File: config.mk
export PLATFORM = sky130hd
export DESIGN_NAME = pcf_bank
export DESIGN_NICKNAME = d
export VERILOG_FILES = /design/src/pcf_pkg.sv /design/src/pcf_attr_reg.sv /design/src/pcf_bank.sv
export SDC_FILE = /design/constraint.sdc
export NUM_CORES = 1
export LEC_CHECK = 0
export BUFFER_PORTS_ARGS = -buffer_cell sky130_fd_sc_hd__buf_2
export CAP_MARGIN = 5
export CORE_MARGIN = 2
export CORE_UTILIZATION = 50
export CTS_BUF_LIST = sky130_fd_sc_hd__clkbuf_2 sky130_fd_sc_hd__clkbuf_4 sky130_fd_sc_hd__clkbuf_8
export CTS_CLUSTER_DIAMETER = 50
export CTS_CLUSTER_SIZE = 8
export DETAILED_ROUTE_END_ITERATION = 10
export GPL_ROUTABILITY_DRIVEN = 0
export MAX_ROUTING_LAYER = met4
export PLACE_DENSITY = 0.85
export REMOVE_ABC_BUFFERS = 1
export SLEW_MARGIN = 20
export SYNTH_ARGS = -nofsm -noshare
export SYNTH_HDL_FRONTEND = slang
export SYNTH_SLANG_ARGS = --single-unit
File: constraint.sdc
create_clock -name core_clk -period 2.7 [get_ports core_clk]
set_clock_uncertainty 0.2 [all_clocks]
set_input_delay 0.81 -clock core_clk [delete_from_list [all_inputs] [get_ports core_clk]]
set_output_delay 0.81 -clock core_clk [all_outputs]
set_load 0.02 [all_outputs]
File: src/pcf_pkg.sv
// Purpose: Constants for the configuration attribute and function enable bank
// Assumes: 32-bit AHB-Lite register bus, one word per register
// Notes:   Offsets are byte addresses; all fields sit in bits 17 down to 0
package pcf_pkg;

  // Register byte offsets
  localparam logic [7:0] ADDR_CTRL       = 8'h00;
  localparam logic [7:0] ADDR_STATUS     = 8'h04;
  localparam logic [7:0] ADDR_STICKY_RW  = 8'h08;
  localparam logic [7:0] ADDR_STICKY_W1C = 8'h0c;
  localparam logic [7:0] ADDR_STICKY_RO  = 8'h10;
  localparam logic [7:0] ADDR_FUNC_EN    = 8'h14;
  localparam logic [7:0] ADDR_QUERY      = 8'h18;

  // Attribute kinds of a register cell
  localparam int KIND_RW  = 0;
  localparam int KIND_W1C = 1;
  localparam int KIND_RO  = 2;

  // Function enable bit positions in the enable word
  localparam int NUM_FUNCS = 7;
  localparam int EN_LAN0   = 0;
  localparam int EN_LAN1   = 1;
  localparam int EN_IDE    = 2;
  localparam int EN_SER    = 3;
  localparam int EN_KCS    = 4;
  localparam int EN_USB    = 5;
  localparam int EN_BT     = 6;

  // Enable defaults: network ports on, management functions off
  localparam logic [6:0] FUNC_EN_RST = 7'h03;

  // Enable word fields
  localparam int FE_LAN_SEL   = 8;
  localparam int FE_INIT_DONE = 16;
  localparam int FE_DEEP_PD   = 17;

  // Query word fields
  localparam int QF_OWNER_LSB = 1;
  localparam logic [31:0] QUERY_ABSENT = 32'hffffffff;

  // Fixed configuration function numbers
  localparam logic [2:0] SLOT_IDE = 3'h2;
  localparam logic [2:0] SLOT_SER = 3'h3;
  localparam logic [2:0] SLOT_KCS = 3'h4;
  localparam logic [2:0] SLOT_USB = 3'h5;
  localparam logic [2:0] SLOT_BT  = 3'h7;

  // Non-volatile memory words and bits
  localparam logic [7:0] NVM_W_LAN0 = 8'h10;
  localparam logic [7:0] NVM_W_LAN1 = 8'h20;
  localparam logic [7:0] NVM_W_MGMT = 8'h21;
  localparam logic [7:0] NVM_W_ALT  = 8'h49;
  localparam logic [7:0] NVM_W_EXT  = 8'h2e;
  localparam int NB_LAN_EN  = 11;
  localparam int NB_USB_EN  = 15;
  localparam int NB_BT_EN   = 13;
  localparam int NB_LAN_SEL = 0;
  localparam int NB_IDE_EN  = 1;
  localparam int NB_SER_EN  = 2;
  localparam int NB_KCS_EN  = 3;

  // Data phase of the bus slave
  typedef enum logic [1:0] {BUS_IDLE, BUS_WRITE, BUS_READ} pcf_bus_t;

endpackage : pcf_pkg

File: src/pcf_attr_reg.sv
// Purpose: One configuration register with a chosen access attribute
// Assumes: Writes arrive as a one-cycle strobe with full-word data
// Notes:   Sticky cells ignore the ordinary reset entirely
`timescale 1ns/1ps
module pcf_attr_reg #(
  parameter int         W       = 8,
  parameter int         KIND    = 0,
  parameter bit         STICKY  = 1'b0,
  parameter logic [W-1:0] RST_VAL = '0
) (
  // Clock and resets
  input  wire logic         core_clk,
  input  wire logic         nrst,
  input  wire logic         pg_clr,
  // Software and hardware updates
  input  wire logic         wr_en,
  input  wire logic [W-1:0] wdata,
  input  wire logic [W-1:0] hw_set,
  // Stored value
  output logic      [W-1:0] q
);

  logic [W-1:0] q_reg;
  logic [W-1:0] q_next;

  // Next value by attribute; hardware set wins over a same-cycle clear
  always_comb begin
    q_next = q_reg;
    if (wr_en && KIND == pcf_pkg::KIND_RW) begin
      q_next = wdata;
    end else if (wr_en && KIND == pcf_pkg::KIND_W1C) begin
      q_next = q_reg & ~wdata;
    end
    q_next = q_next | hw_set;
    if (pg_clr || (!STICKY && !nrst)) begin
      q_next = RST_VAL;
    end
  end

  always_ff @(posedge core_clk) begin
    q_reg <= q_next;
  end

  assign q = q_reg;

endmodule : pcf_attr_reg

File: src/pcf_bank.sv
// Purpose: Attribute register bank and per-function enables over AHB-Lite
// Assumes: Straps and loader inputs synchronous to core_clk
// Notes:   Reads take one wait state, writes none; response always OKAY
`timescale 1ns/1ps
module pcf_bank #(
  parameter bit ALT_MGMT_WORD = 1'b0
) (
  // Clock and resets
  input  wire logic        core_clk,
  input  wire logic        nrst,
  input  wire logic        power_good_reset,
  // Auxiliary power state
  input  wire logic        aux_pwr_en,
  input  wire logic        pme_en,
  // AHB-Lite slave
  input  wire logic        hsel,
  input  wire logic [31:0] haddr,
  input  wire logic [1:0]  htrans,
  input  wire logic        hwrite,
  input  wire logic [2:0]  hsize,
  input  wire logic [31:0] hwdata,
  input  wire logic        hready,
  output logic             hreadyout,
  output logic             hresp,
  output logic      [31:0] hrdata,
  // Straps and fuse
  input  wire logic        first_port_disable_strap_n,
  input  wire logic        second_port_disable_strap_n,
  input  wire logic        usb_fuse_disable,
  // Non-volatile memory loader
  input  wire logic        nvm_valid,
  input  wire logic [7:0]  nvm_addr,
  input  wire logic [15:0] nvm_data,
  input  wire logic        nvm_done,
  // Hardware events
  input  wire logic [7:0]  evt_in,
  input  wire logic [7:0]  sticky_evt_in,
  input  wire logic [7:0]  sticky_ro_evt_in,
  // Function state
  output logic      [7:0]  func_active,
  output logic             init_done,
  output logic             deep_power_down
);

  // Bus slave state
  pcf_pkg::pcf_bus_t bus_reg;
  pcf_pkg::pcf_bus_t bus_next;
  logic [7:0]  addr_reg;
  logic [7:0]  addr_next;
  logic        hready_reg;
  logic        hready_next;
  logic [31:0] rdata_reg;
  logic [31:0] rdata_next;
  logic [31:0] rd_mux;
  logic        accept;

  // Register cell values
  logic [31:0] ctrl_q;
  logic [7:0]  status_q;
  logic [31:0] sticky_rw_q;
  logic [7:0]  sticky_w1c_q;
  logic [7:0]  sticky_ro_q;
  logic        pg_sticky;

  // Hardware-initialised enables
  logic [6:0]  fen_reg;
  logic [6:0]  fen_next;
  logic        sel_reg;
  logic        sel_next;
  logic        busy_reg;
  logic        busy_next;

  // Function map
  logic [7:0]  act_reg;
  logic [7:0]  act_next;
  logic [2:0]  owner_reg [8];
  logic [2:0]  owner_next [8];
  logic        dpd_reg;
  logic        dpd_next;

  // Configuration slot that a device function occupies
  function automatic logic [2:0] slot_of(input int fid, input logic [6:0] en,
                                         input logic sel);
    logic single;
    single = en[pcf_pkg::EN_LAN0] ^ en[pcf_pkg::EN_LAN1];
    case (fid)
      pcf_pkg::EN_LAN0: slot_of = (single || !sel) ? 3'h0 : 3'h1;
      pcf_pkg::EN_LAN1: slot_of = (single || sel) ? 3'h0 : 3'h1;
      pcf_pkg::EN_IDE:  slot_of = pcf_pkg::SLOT_IDE;
      pcf_pkg::EN_SER:  slot_of = pcf_pkg::SLOT_SER;
      pcf_pkg::EN_KCS:  slot_of = (en[pcf_pkg::EN_LAN0] || en[pcf_pkg::EN_LAN1]) ?
                                  pcf_pkg::SLOT_KCS : 3'h0;
      pcf_pkg::EN_USB:  slot_of = pcf_pkg::SLOT_USB;
      default:          slot_of = pcf_pkg::SLOT_BT;
    endcase
  endfunction : slot_of

  // Write strobe for one offset during a write data phase
  function automatic logic wr_hit(input pcf_pkg::pcf_bus_t st, input logic [7:0] a,
                                  input logic [7:0] target);
    wr_hit = (st == pcf_pkg::BUS_WRITE) && (a == target);
  endfunction : wr_hit

  // Sticky cells hold through power-good while aux power is in use
  assign pg_sticky = power_good_reset && !(aux_pwr_en || pme_en);

  // Ordinary control word; low bits pick the queried function slot
  pcf_attr_reg #(.W(32), .KIND(pcf_pkg::KIND_RW), .STICKY(1'b0),
                 .RST_VAL(32'h00000000)) u_ctrl (
    .core_clk (core_clk),
    .nrst     (nrst),
    .pg_clr   (power_good_reset),
    .wr_en    (wr_hit(bus_reg, addr_reg, pcf_pkg::ADDR_CTRL)),
    .wdata    (hwdata),
    .hw_set   (32'h00000000),
    .q        (ctrl_q)
  );

  // Ordinary event status
  pcf_attr_reg #(.W(8), .KIND(pcf_pkg::KIND_W1C), .STICKY(1'b0),
                 .RST_VAL(8'h00)) u_status (
    .core_clk (core_clk),
    .nrst     (nrst),
    .pg_clr   (power_good_reset),
    .wr_en    (wr_hit(bus_reg, addr_reg, pcf_pkg::ADDR_STATUS)),
    .wdata    (hwdata[7:0]),
    .hw_set   (evt_in),
    .q        (status_q)
  );

  // Sticky read/write word
  pcf_attr_reg #(.W(32), .KIND(pcf_pkg::KIND_RW), .STICKY(1'b1),
                 .RST_VAL(32'h00000000)) u_sticky_rw (
    .core_clk (core_clk),
    .nrst     (nrst),
    .pg_clr   (pg_sticky),
    .wr_en    (wr_hit(bus_reg, addr_reg, pcf_pkg::ADDR_STICKY_RW)),
    .wdata    (hwdata),
    .hw_set   (32'h00000000),
    .q        (sticky_rw_q)
  );

  // Sticky event status
  pcf_attr_reg #(.W(8), .KIND(pcf_pkg::KIND_W1C), .STICKY(1'b1),
                 .RST_VAL(8'h00)) u_sticky_w1c (
    .core_clk (core_clk),
    .nrst     (nrst),
    .pg_clr   (pg_sticky),
    .wr_en    (wr_hit(bus_reg, addr_reg, pcf_pkg::ADDR_STICKY_W1C)),
    .wdata    (hwdata[7:0]),
    .hw_set   (sticky_evt_in),
    .q        (sticky_w1c_q)
  );

  // Sticky read-only error record; software writes never reach it
  pcf_attr_reg #(.W(8), .KIND(pcf_pkg::KIND_RO), .STICKY(1'b1),
                 .RST_VAL(8'h00)) u_sticky_ro (
    .core_clk (core_clk),
    .nrst     (nrst),
    .pg_clr   (pg_sticky),
    .wr_en    (wr_hit(bus_reg, addr_reg, pcf_pkg::ADDR_STICKY_RO)),
    .wdata    (hwdata[7:0]),
    .hw_set   (sticky_ro_evt_in),
    .q        (sticky_ro_q)
  );

  // Bus slave: take the address phase, apply writes, stall reads one cycle
  assign accept = hsel && hready && htrans[1];
  always_comb begin
    bus_next    = pcf_pkg::BUS_IDLE;
    addr_next   = addr_reg;
    hready_next = 1'b1;
    rdata_next  = rdata_reg;
    if (bus_reg == pcf_pkg::BUS_READ && !hready_reg) begin
      rdata_next = rd_mux;                       // Regs already hold prior write
    end else if (accept) begin
      addr_next = haddr[7:0];
      if (hwrite) begin
        bus_next = pcf_pkg::BUS_WRITE;
      end else begin
        bus_next    = pcf_pkg::BUS_READ;
        hready_next = 1'b0;
      end
    end
    if (bus_reg == pcf_pkg::BUS_READ && !hready_reg) begin
      bus_next = pcf_pkg::BUS_READ;
    end
    if (!nrst) begin
      bus_next    = pcf_pkg::BUS_IDLE;
      addr_next   = 8'h00;
      hready_next = 1'b1;
      rdata_next  = 32'h00000000;
    end
  end

  always_ff @(posedge core_clk) begin
    bus_reg    <= bus_next;
    addr_reg   <= addr_next;
    hready_reg <= hready_next;
    rdata_reg  <= rdata_next;
  end

  // Read mux; unmapped offsets read zero
  always_comb begin
    rd_mux = 32'h00000000;
    case (addr_reg)
      pcf_pkg::ADDR_CTRL:       rd_mux = ctrl_q;
      pcf_pkg::ADDR_STATUS:     rd_mux = {24'h000000, status_q};
      pcf_pkg::ADDR_STICKY_RW:  rd_mux = sticky_rw_q;
      pcf_pkg::ADDR_STICKY_W1C: rd_mux = {24'h000000, sticky_w1c_q};
      pcf_pkg::ADDR_STICKY_RO:  rd_mux = {24'h000000, sticky_ro_q};
      pcf_pkg::ADDR_FUNC_EN: begin
        rd_mux[6:0]                   = fen_reg;
        rd_mux[pcf_pkg::FE_LAN_SEL]   = sel_reg;
        rd_mux[pcf_pkg::FE_INIT_DONE] = !busy_reg;
        rd_mux[pcf_pkg::FE_DEEP_PD]   = dpd_reg;
      end
      pcf_pkg::ADDR_QUERY: begin
        if (act_reg[ctrl_q[2:0]]) begin
          rd_mux[0] = 1'b1;
          rd_mux[pcf_pkg::QF_OWNER_LSB +: 3] = owner_reg[ctrl_q[2:0]];
        end else begin
          rd_mux = pcf_pkg::QUERY_ABSENT;
        end
      end
      default: rd_mux = 32'h00000000;
    endcase
  end

  // Enable loader: defaults on power-good, loaded until done, then frozen
  always_comb begin
    fen_next  = fen_reg;
    sel_next  = sel_reg;
    busy_next = busy_reg;
    if (busy_reg && nvm_valid) begin
      case (nvm_addr)
        pcf_pkg::NVM_W_LAN0: fen_next[pcf_pkg::EN_LAN0] = nvm_data[pcf_pkg::NB_LAN_EN];
        pcf_pkg::NVM_W_LAN1: fen_next[pcf_pkg::EN_LAN1] = nvm_data[pcf_pkg::NB_LAN_EN];
        pcf_pkg::NVM_W_MGMT: begin
          sel_next = nvm_data[pcf_pkg::NB_LAN_SEL];
          if (!ALT_MGMT_WORD) begin
            fen_next[pcf_pkg::EN_IDE] = nvm_data[pcf_pkg::NB_IDE_EN];
            fen_next[pcf_pkg::EN_SER] = nvm_data[pcf_pkg::NB_SER_EN];
            fen_next[pcf_pkg::EN_KCS] = nvm_data[pcf_pkg::NB_KCS_EN];
          end
        end
        pcf_pkg::NVM_W_ALT: begin
          if (ALT_MGMT_WORD) begin
            fen_next[pcf_pkg::EN_IDE] = nvm_data[pcf_pkg::NB_IDE_EN];
            fen_next[pcf_pkg::EN_SER] = nvm_data[pcf_pkg::NB_SER_EN];
            fen_next[pcf_pkg::EN_KCS] = nvm_data[pcf_pkg::NB_KCS_EN];
          end
        end
        pcf_pkg::NVM_W_EXT: begin
          fen_next[pcf_pkg::EN_USB] = nvm_data[pcf_pkg::NB_USB_EN];
          fen_next[pcf_pkg::EN_BT]  = nvm_data[pcf_pkg::NB_BT_EN];
        end
        default: fen_next = fen_reg;
      endcase
    end
    // Straps and fuse can only take away what memory grants
    if (busy_reg && nvm_done) begin
      fen_next[pcf_pkg::EN_LAN0] = fen_next[pcf_pkg::EN_LAN0] && first_port_disable_strap_n;
      fen_next[pcf_pkg::EN_LAN1] = fen_next[pcf_pkg::EN_LAN1] && second_port_disable_strap_n;
      fen_next[pcf_pkg::EN_USB]  = fen_next[pcf_pkg::EN_USB] && !usb_fuse_disable;
      busy_next = 1'b0;
    end
    if (power_good_reset) begin
      fen_next  = pcf_pkg::FUNC_EN_RST;
      sel_next  = 1'b0;
      busy_next = 1'b1;
    end
  end

  always_ff @(posedge core_clk) begin
    fen_reg  <= fen_next;
    sel_reg  <= sel_next;
    busy_reg <= busy_next;
  end

  // Function map; nothing shows until loading is over
  always_comb begin
    act_next = 8'h00;
    for (int s = 0; s < 8; s++) begin
      owner_next[s] = 3'h0;
    end
    if (!busy_reg) begin
      for (int f = 0; f < pcf_pkg::NUM_FUNCS; f++) begin
        if (fen_reg[f]) begin
          act_next[slot_of(f, fen_reg, sel_reg)]   = 1'b1;
          owner_next[slot_of(f, fen_reg, sel_reg)] = f[2:0];
        end
      end
    end
    dpd_next = !busy_reg && !fen_reg[pcf_pkg::EN_LAN0] && !fen_reg[pcf_pkg::EN_LAN1]
               && !fen_reg[pcf_pkg::EN_KCS];
    // Power-good empties the map in the same edge that restarts the loader
    if (!nrst || power_good_reset) begin
      act_next = 8'h00;
      dpd_next = 1'b0;
    end
  end

  always_ff @(posedge core_clk) begin
    act_reg  <= act_next;
    owner_reg <= owner_next;
    dpd_reg  <= dpd_next;
  end

  // Outputs from flops, except hresp tied to OKAY
  assign hreadyout       = hready_reg;
  assign hresp           = 1'b0;
  assign hrdata          = rdata_reg;
  assign func_active     = act_reg;
  assign init_done       = !busy_reg;
  assign deep_power_down = dpd_reg;

endmodule : pcf_bank

### Yosys cells after proc, flatten, opt, wreduce, memory -nomap -nowiden

Cells that the tools add are included.

| cells by class | value |
|---|---|
| $lt $le $gt $ge | 28 |
| equality and inequality tests | 12 |
| muxes and demuxes | 94 |
| bitwise gates (word level) | 41 |
| reduce and logical (&&, ||, !) cells | 49 |

Operators with widths:

| kind | count |
|---|---|
| $mux W24 | 12 |
| $mux W8 | 15 |
| $or A8 B8 Y8 | 12 |
| $mux W3 | 24 |
| $demux W3 S3 | 6 |
| $pmux W7 S7 | 1 |
| $and A16 B16 Y16 | 3 |
| $not A16 Y16 | 3 |
| $or A16 B16 Y16 | 3 |
| $pmux W14 S3 | 1 |
| $and A8 B8 Y8 | 5 |
| $eq A8 B5 Y1 const B | 4 |
| $lt A3 B4 Y1 const B | 8 |
| $not A8 Y8 | 4 |
| $logic_and A1 B1 Y1 | 29 |
| $ge A4 B4 Y1 const B | 7 |
| $mux W28 | 1 |
| $not A3 Y4 | 7 |
| $eq A8 B6 Y1 const B | 3 |
| $lt A4 B1 Y1 const B | 6 |
| $demux W1 S3 | 7 |
| $ge A3 B1 Y1 const B | 7 |
| $pmux W7 S3 | 1 |
| $eq A8 B4 Y1 const B | 2 |
| 20 further kinds | 53 |

| word-level totals | value |
|---|---|
| register bits | 173 |
| input bits | 130 |
| logic and storage cells | 249 |

### Logic depth before layout (Yosys ltp)

| logic depth | value |
|---|---|
| depth after elaboration | 28 |
| gate-level depth with buffers | 8 |
| mapped depth without buffers | 5 |

### Modules after synthesis

A second synthesis with hierarchy kept.

| second synthesis, totals | value |
|---|---|
| cell total of the unflattened synthesis | 789 |
| area, all modules | 7,345.8 µm² |

By module, submodules not included:

| module | instances | cells an instance | area an instance (µm²) | sequential area each (µm²) |
|---|---|---|---|---|
| pcf_bank | 1 | 433 | 3,718.6 | 1,361.3 |
| pcf_attr_reg at u_ctrl | 1 | 136 | 1,330.0 | 640.6 |
| pcf_attr_reg at u_sticky_rw | 1 | 135 | 1,323.8 | 640.6 |
| pcf_attr_reg at u_status | 1 | 35 | 370.4 | 160.2 |
| pcf_attr_reg at u_sticky_w1c | 1 | 34 | 362.8 | 160.2 |
| pcf_attr_reg at u_sticky_ro | 1 | 16 | 240.2 | 160.2 |

### Worst setup path after synthesis

OpenSTA, ideal clock, no wires.

| timing | value |
|---|---|
| path kind | input-to-reg |
| from | input nvm_addr[7] |
| to | register fen_reg[5] |
| library setup time | 142 ps |
| arrival | 1,794 ps |
| data required time | 2,358 ps |
| slack | 564 ps |
| stages | 5 |
| buffers on the path | 0 |
| path through | nor4bb_1 and3b_1 and4_1 mux2i_1 a311oi_1 |

| between the ends | value |
|---|---|
| longest elaborated chain between the ends | 5 |

Ends and longest elaborated chain:

| what | line | text |
|---|---|---|
| start, declared | pcf_bank.sv:32 | `input wire logic [7:0] nvm_addr,` |
| $eq A8 B6 Y1 * | pcf_bank.sv:236 | `case (nvm_addr)` |
| $mux W1 * | pcf_bank.sv:236 |  |
| $mux W6 * | pcf_bank.sv:235 | `if (busy_reg && nvm_valid) begin` |
| $logic_and A1 B1 Y1 | pcf_bank.sv:265 | `fen_next[pcf_pkg::EN_USB] = fen_next[pcf_pkg::EN_USB] && !usb_fuse_disable;` |
| $mux W1 * | pcf_bank.sv:262 | `if (busy_reg && nvm_done) begin` |
| end signal, assigned | pcf_bank.sv:276 | `fen_reg <= fen_next;` |
| end, declared | pcf_bank.sv:66 | `logic [6:0] fen_reg;` |

Mark *: on every way between the ends. The rest lies on a longest branch, timed or not.
A chain may end at the register's enable or synchronous reset.

### Worst setup path in the final report

| timing | value |
|---|---|
| from | register addr_reg[0] |
| to | register rdata_reg[5], in the netlist hrdata[5] |

| between the ends | value |
|---|---|
| longest elaborated chain between the ends | 2 |
| elaborated cells between the ends (all ways) | 8 |

Ends and longest elaborated chain:

| what | line | text |
|---|---|---|
| start, declared | pcf_bank.sv:48 | `logic [7:0] addr_reg;` |
| start signal, assigned | pcf_bank.sv:198 | `addr_reg <= addr_next;` |
| $eq A8 B5 Y1 (tied with other cells) | pcf_bank.sv:206 | `case (addr_reg)` |
| $pmux W7 S7 * | pcf_bank.sv:206 |  |
| end signal, assigned | pcf_bank.sv:200 | `rdata_reg <= rdata_next;` |
| end, declared | pcf_bank.sv:52 | `logic [31:0] rdata_reg;` |

Marks and branches as above.

==> flow_summary.toml <==
[logic_synthesis]
netlist.area_leader.share_pct = 47.34
yosys.area_share.simple_pct = 22.07
synth_compound_area_share_pct = 14.51
netlist_area_mm2 = 0.006598
yosysUniqueCellTypes = 53
yosys.area.top_type = "dfxtp_1"
synthMuxAreaShare_pct = 10.28
ys_seq_area_share_pct = 47.34
async_flop_share_pct = 0
synth_ff_type = "dfxtp_1"
synth-xor-area-share_pct = 0
synth_top_family_by_area = "simple AND/OR/NAND/NOR gates"
synth_area_leaders = "dfxtp_1 (47%), nand2_1 (10%), mux2i_1 (7.9%), a21oi_1 (5.5%), nor2_1 (4.2%)"
synth-warning-count = 0
synth.most_common_cell = "nand2_1"
synth_cells = 801
synth_edf_count = 0
ys_ff_latch = 156
synth_fa_ha_area_share_pct = 0.5689
synth_common_cells = "nand2_1 (179), dfxtp_1 (156), nor2_1 (74)"
avgSynthCellArea_um2 = 8.237

[sta]
max_slew_margin_pct = 47.11
tightest_slew_ns = 0.7923
fin_crit_sh_pct = 87.16
tns_ns = 0
grt_setup_unrepaired = "false"
setup_viol = 0
period_minus_slack_ns = 2.353
fmax_ghz = 0.4249
slew_violations = 0
finalHoldViolCount = 0

[cells_and_area]
final_cell_area_mm2 = 0.007938
area_growth_pct = 20.31
layout-drive-gt1-share_pct = 22.17
antennaDiodeCount = 0
nNetsFinal = 1058

[clocking]
numCtsBuffers = 17
worst_skew_pair.late_latency_ns = 0.45
cts_sinks = 156
ctsHoldBuffers = 0
cts_max_level = 4
clockBufferDepth = 2
cts_tree = "yes"
postCtsSetupBuffers = 0
cts.clk_slew.worst_paths_ns = 0.08
root_buffer = "clkbuf_8"
cts_resized = 0

[floorplan]
dieHeight_um = 118.9
dieWidth_um = 118.9
rows = 41
pin_count = 174
start_util_pct = 51.65
core_mm2 = 0.01277
dieArea_mm2 = 0.01413

[global_route]
grt_pass1_wl_mm = 27.90
grt_pass1_vias = 5826
grt_max_degree = 35
grt_overflow = 0
grt_use_total_pct = 25.38
grt_antenna_before_repair = 0

[drt]
firstDrtPassIters = 5
wl_per_cell_um = 15.70
drtIter0Drc = 407
vias = 6060
wirelength_mm = 17.43
drcViolationCount = 0
antenna_left = 0
via_per_inst = 5.459

[power_and_ir_drop]
powerDensity_mw_per_mm2 = 589.7
clockPowerShare_pct = 42.4
peakVddDrop_uv = 362.0
combinationalPowerShare_pct = 6.9
p_seq_share_pct = 50.7
p_int_uw = 3607
switchingPower_uw = 1073
p_sw_share_pct = 22.93
power_leakage_uw = 0.003183
power.total_uw = 4680

[job]
cap_violations = 0

[critical_path]
cpMaxStageDelayCell = "or4b_1"
start_kind = "flop"
crit_type = "reg -> reg"
cp.arrival_ns = 2.53
path_cells = "nor4_4, or4b_1, o21ba_1, buf_12, o21ai_0, a21boi_0"
cp_max_fo = 28
path_delay_family = "simple AND/OR/NAND/NOR gates"
cp_slowest_stage_delay_ns = 0.54
critPathCaptureType = "flop"
worst-path-buf-inv = 1
cp.required_ns = 2.88

[place]
placed_cell_area_mm2 = 0.007476
portBuffers = 134
dp_hpwl_mm = 12.04

[min_path]
hold_path.class = "reg -> reg"

[outcome]
status = "complete, no violations"
==> per-stage QoR <==
stage | instances | util (%) | hold WS [ns] | setup WS (ns)
4_1_cts | 1110 | 62.14 | 0.2470 | 0.3653
6_report | 1110 | 62.14 | 0.2420 | 0.3466
3_3_place_gp | 1078 | 58.53 | 0.2318 | 0.3443
2_1_floorplan | 745 | - | 0.2284 | -0.9764
3_5_place_dp | 1078 | 58.53 | 0.2357 | 0.3007
5_1_grt | 1110 | 62.14 | 0.2686 | 0.2074
==> cell type report <==
cell class / instances / area, um2
Clock buffer: 23 / 304.0
Clock inverter: 9 / 157.7
Fill cell: 1051 / 4836
Inverter: 24 / 90.09
Multi-Input combinational cell: 565 / 3148
Sequential cell: 156 / 3124
Tap cell: 172 / 215.2
Timing Repair Buffer: 161 / 898.4
==> power by group through the flow <==
stage                     registers (uW)  logic, uW  clock network, uW
after detailed placement            2430        316                  0
after global routing                2380        353               2100
after CTS                           2370        318               1990
final                               2370        322               1980
after floorplan                     2430        140                  0
after global placement              2430        311                  0
==> layer usage <==
metal	up-vias	routed length, um	part of all wire, %	global-route usage, %
met1	2839	7586	44	31.56
met3	38	1243	7.1	6.274
li1	2935	-	-	-
met5	-	0	0	-
met2	248	8146	47	40.45
met4	0	451	2.6	8.780
==> path summary, 6_finish.rpt <==
check                                  from          to  slack, ns  depth (start not counted)
worst max register to register  addr_reg[0]   hrdata[5]       0.35                          6
worst min-delay path             hrdata[31]  hrdata[31]       0.24                          2
worst min register to register   hrdata[31]  hrdata[31]       0.24                          2
worst max-delay path            addr_reg[0]   hrdata[5]       0.35                          6
==> worst register-to-register path, stage by stage, from the launching register on <==
cell	delay, ns
dfxtp_1	0.34
nor4_4	0.39
or4b_1	0.54
o21ba_1	0.30
buf_12	0.19
o21ai_0	0.15
a21boi_0	0.17
==> cells by family (layout without fill, tap and decap cells) <==
kind of cell               Yosys count  after routing
buffers and inverters               81            217
AOI/OAI and AO/OA                  171            171
adders and majority gates            3              3
muxes                               60             60
and+or+nand+nor                    329            329
other                                1              2
DFF                                156            156
==> placed cells by master (no fill, tap or decap), types with 4 or more instances in the layout <==
| cell | count |
|---|---|
| a211oi_1 | 5 |
| a21oi_1 | 72 |
| a31oi_1 | 16 |
| and2_1 | 7 |
| and3_1 | 13 |
| buf_2 | 134 |
| buf_4 | 25 |
| bufinv_16 | 4 |
| clkbuf_8 | 21 |
| dfxtp_1 | 155 |
| inv_1 | 24 |
| mux2i_1 | 52 |
| mux4_2 | 6 |
| nand2_1 | 179 |
| nand2b_1 | 8 |
| nand3_1 | 6 |
| nor2_1 | 74 |
| nor2b_1 | 17 |
| nor3_1 | 5 |
| o21ai_0 | 36 |
| o21ai_1 | 20 |
Power figures use the tool's default switching activity.
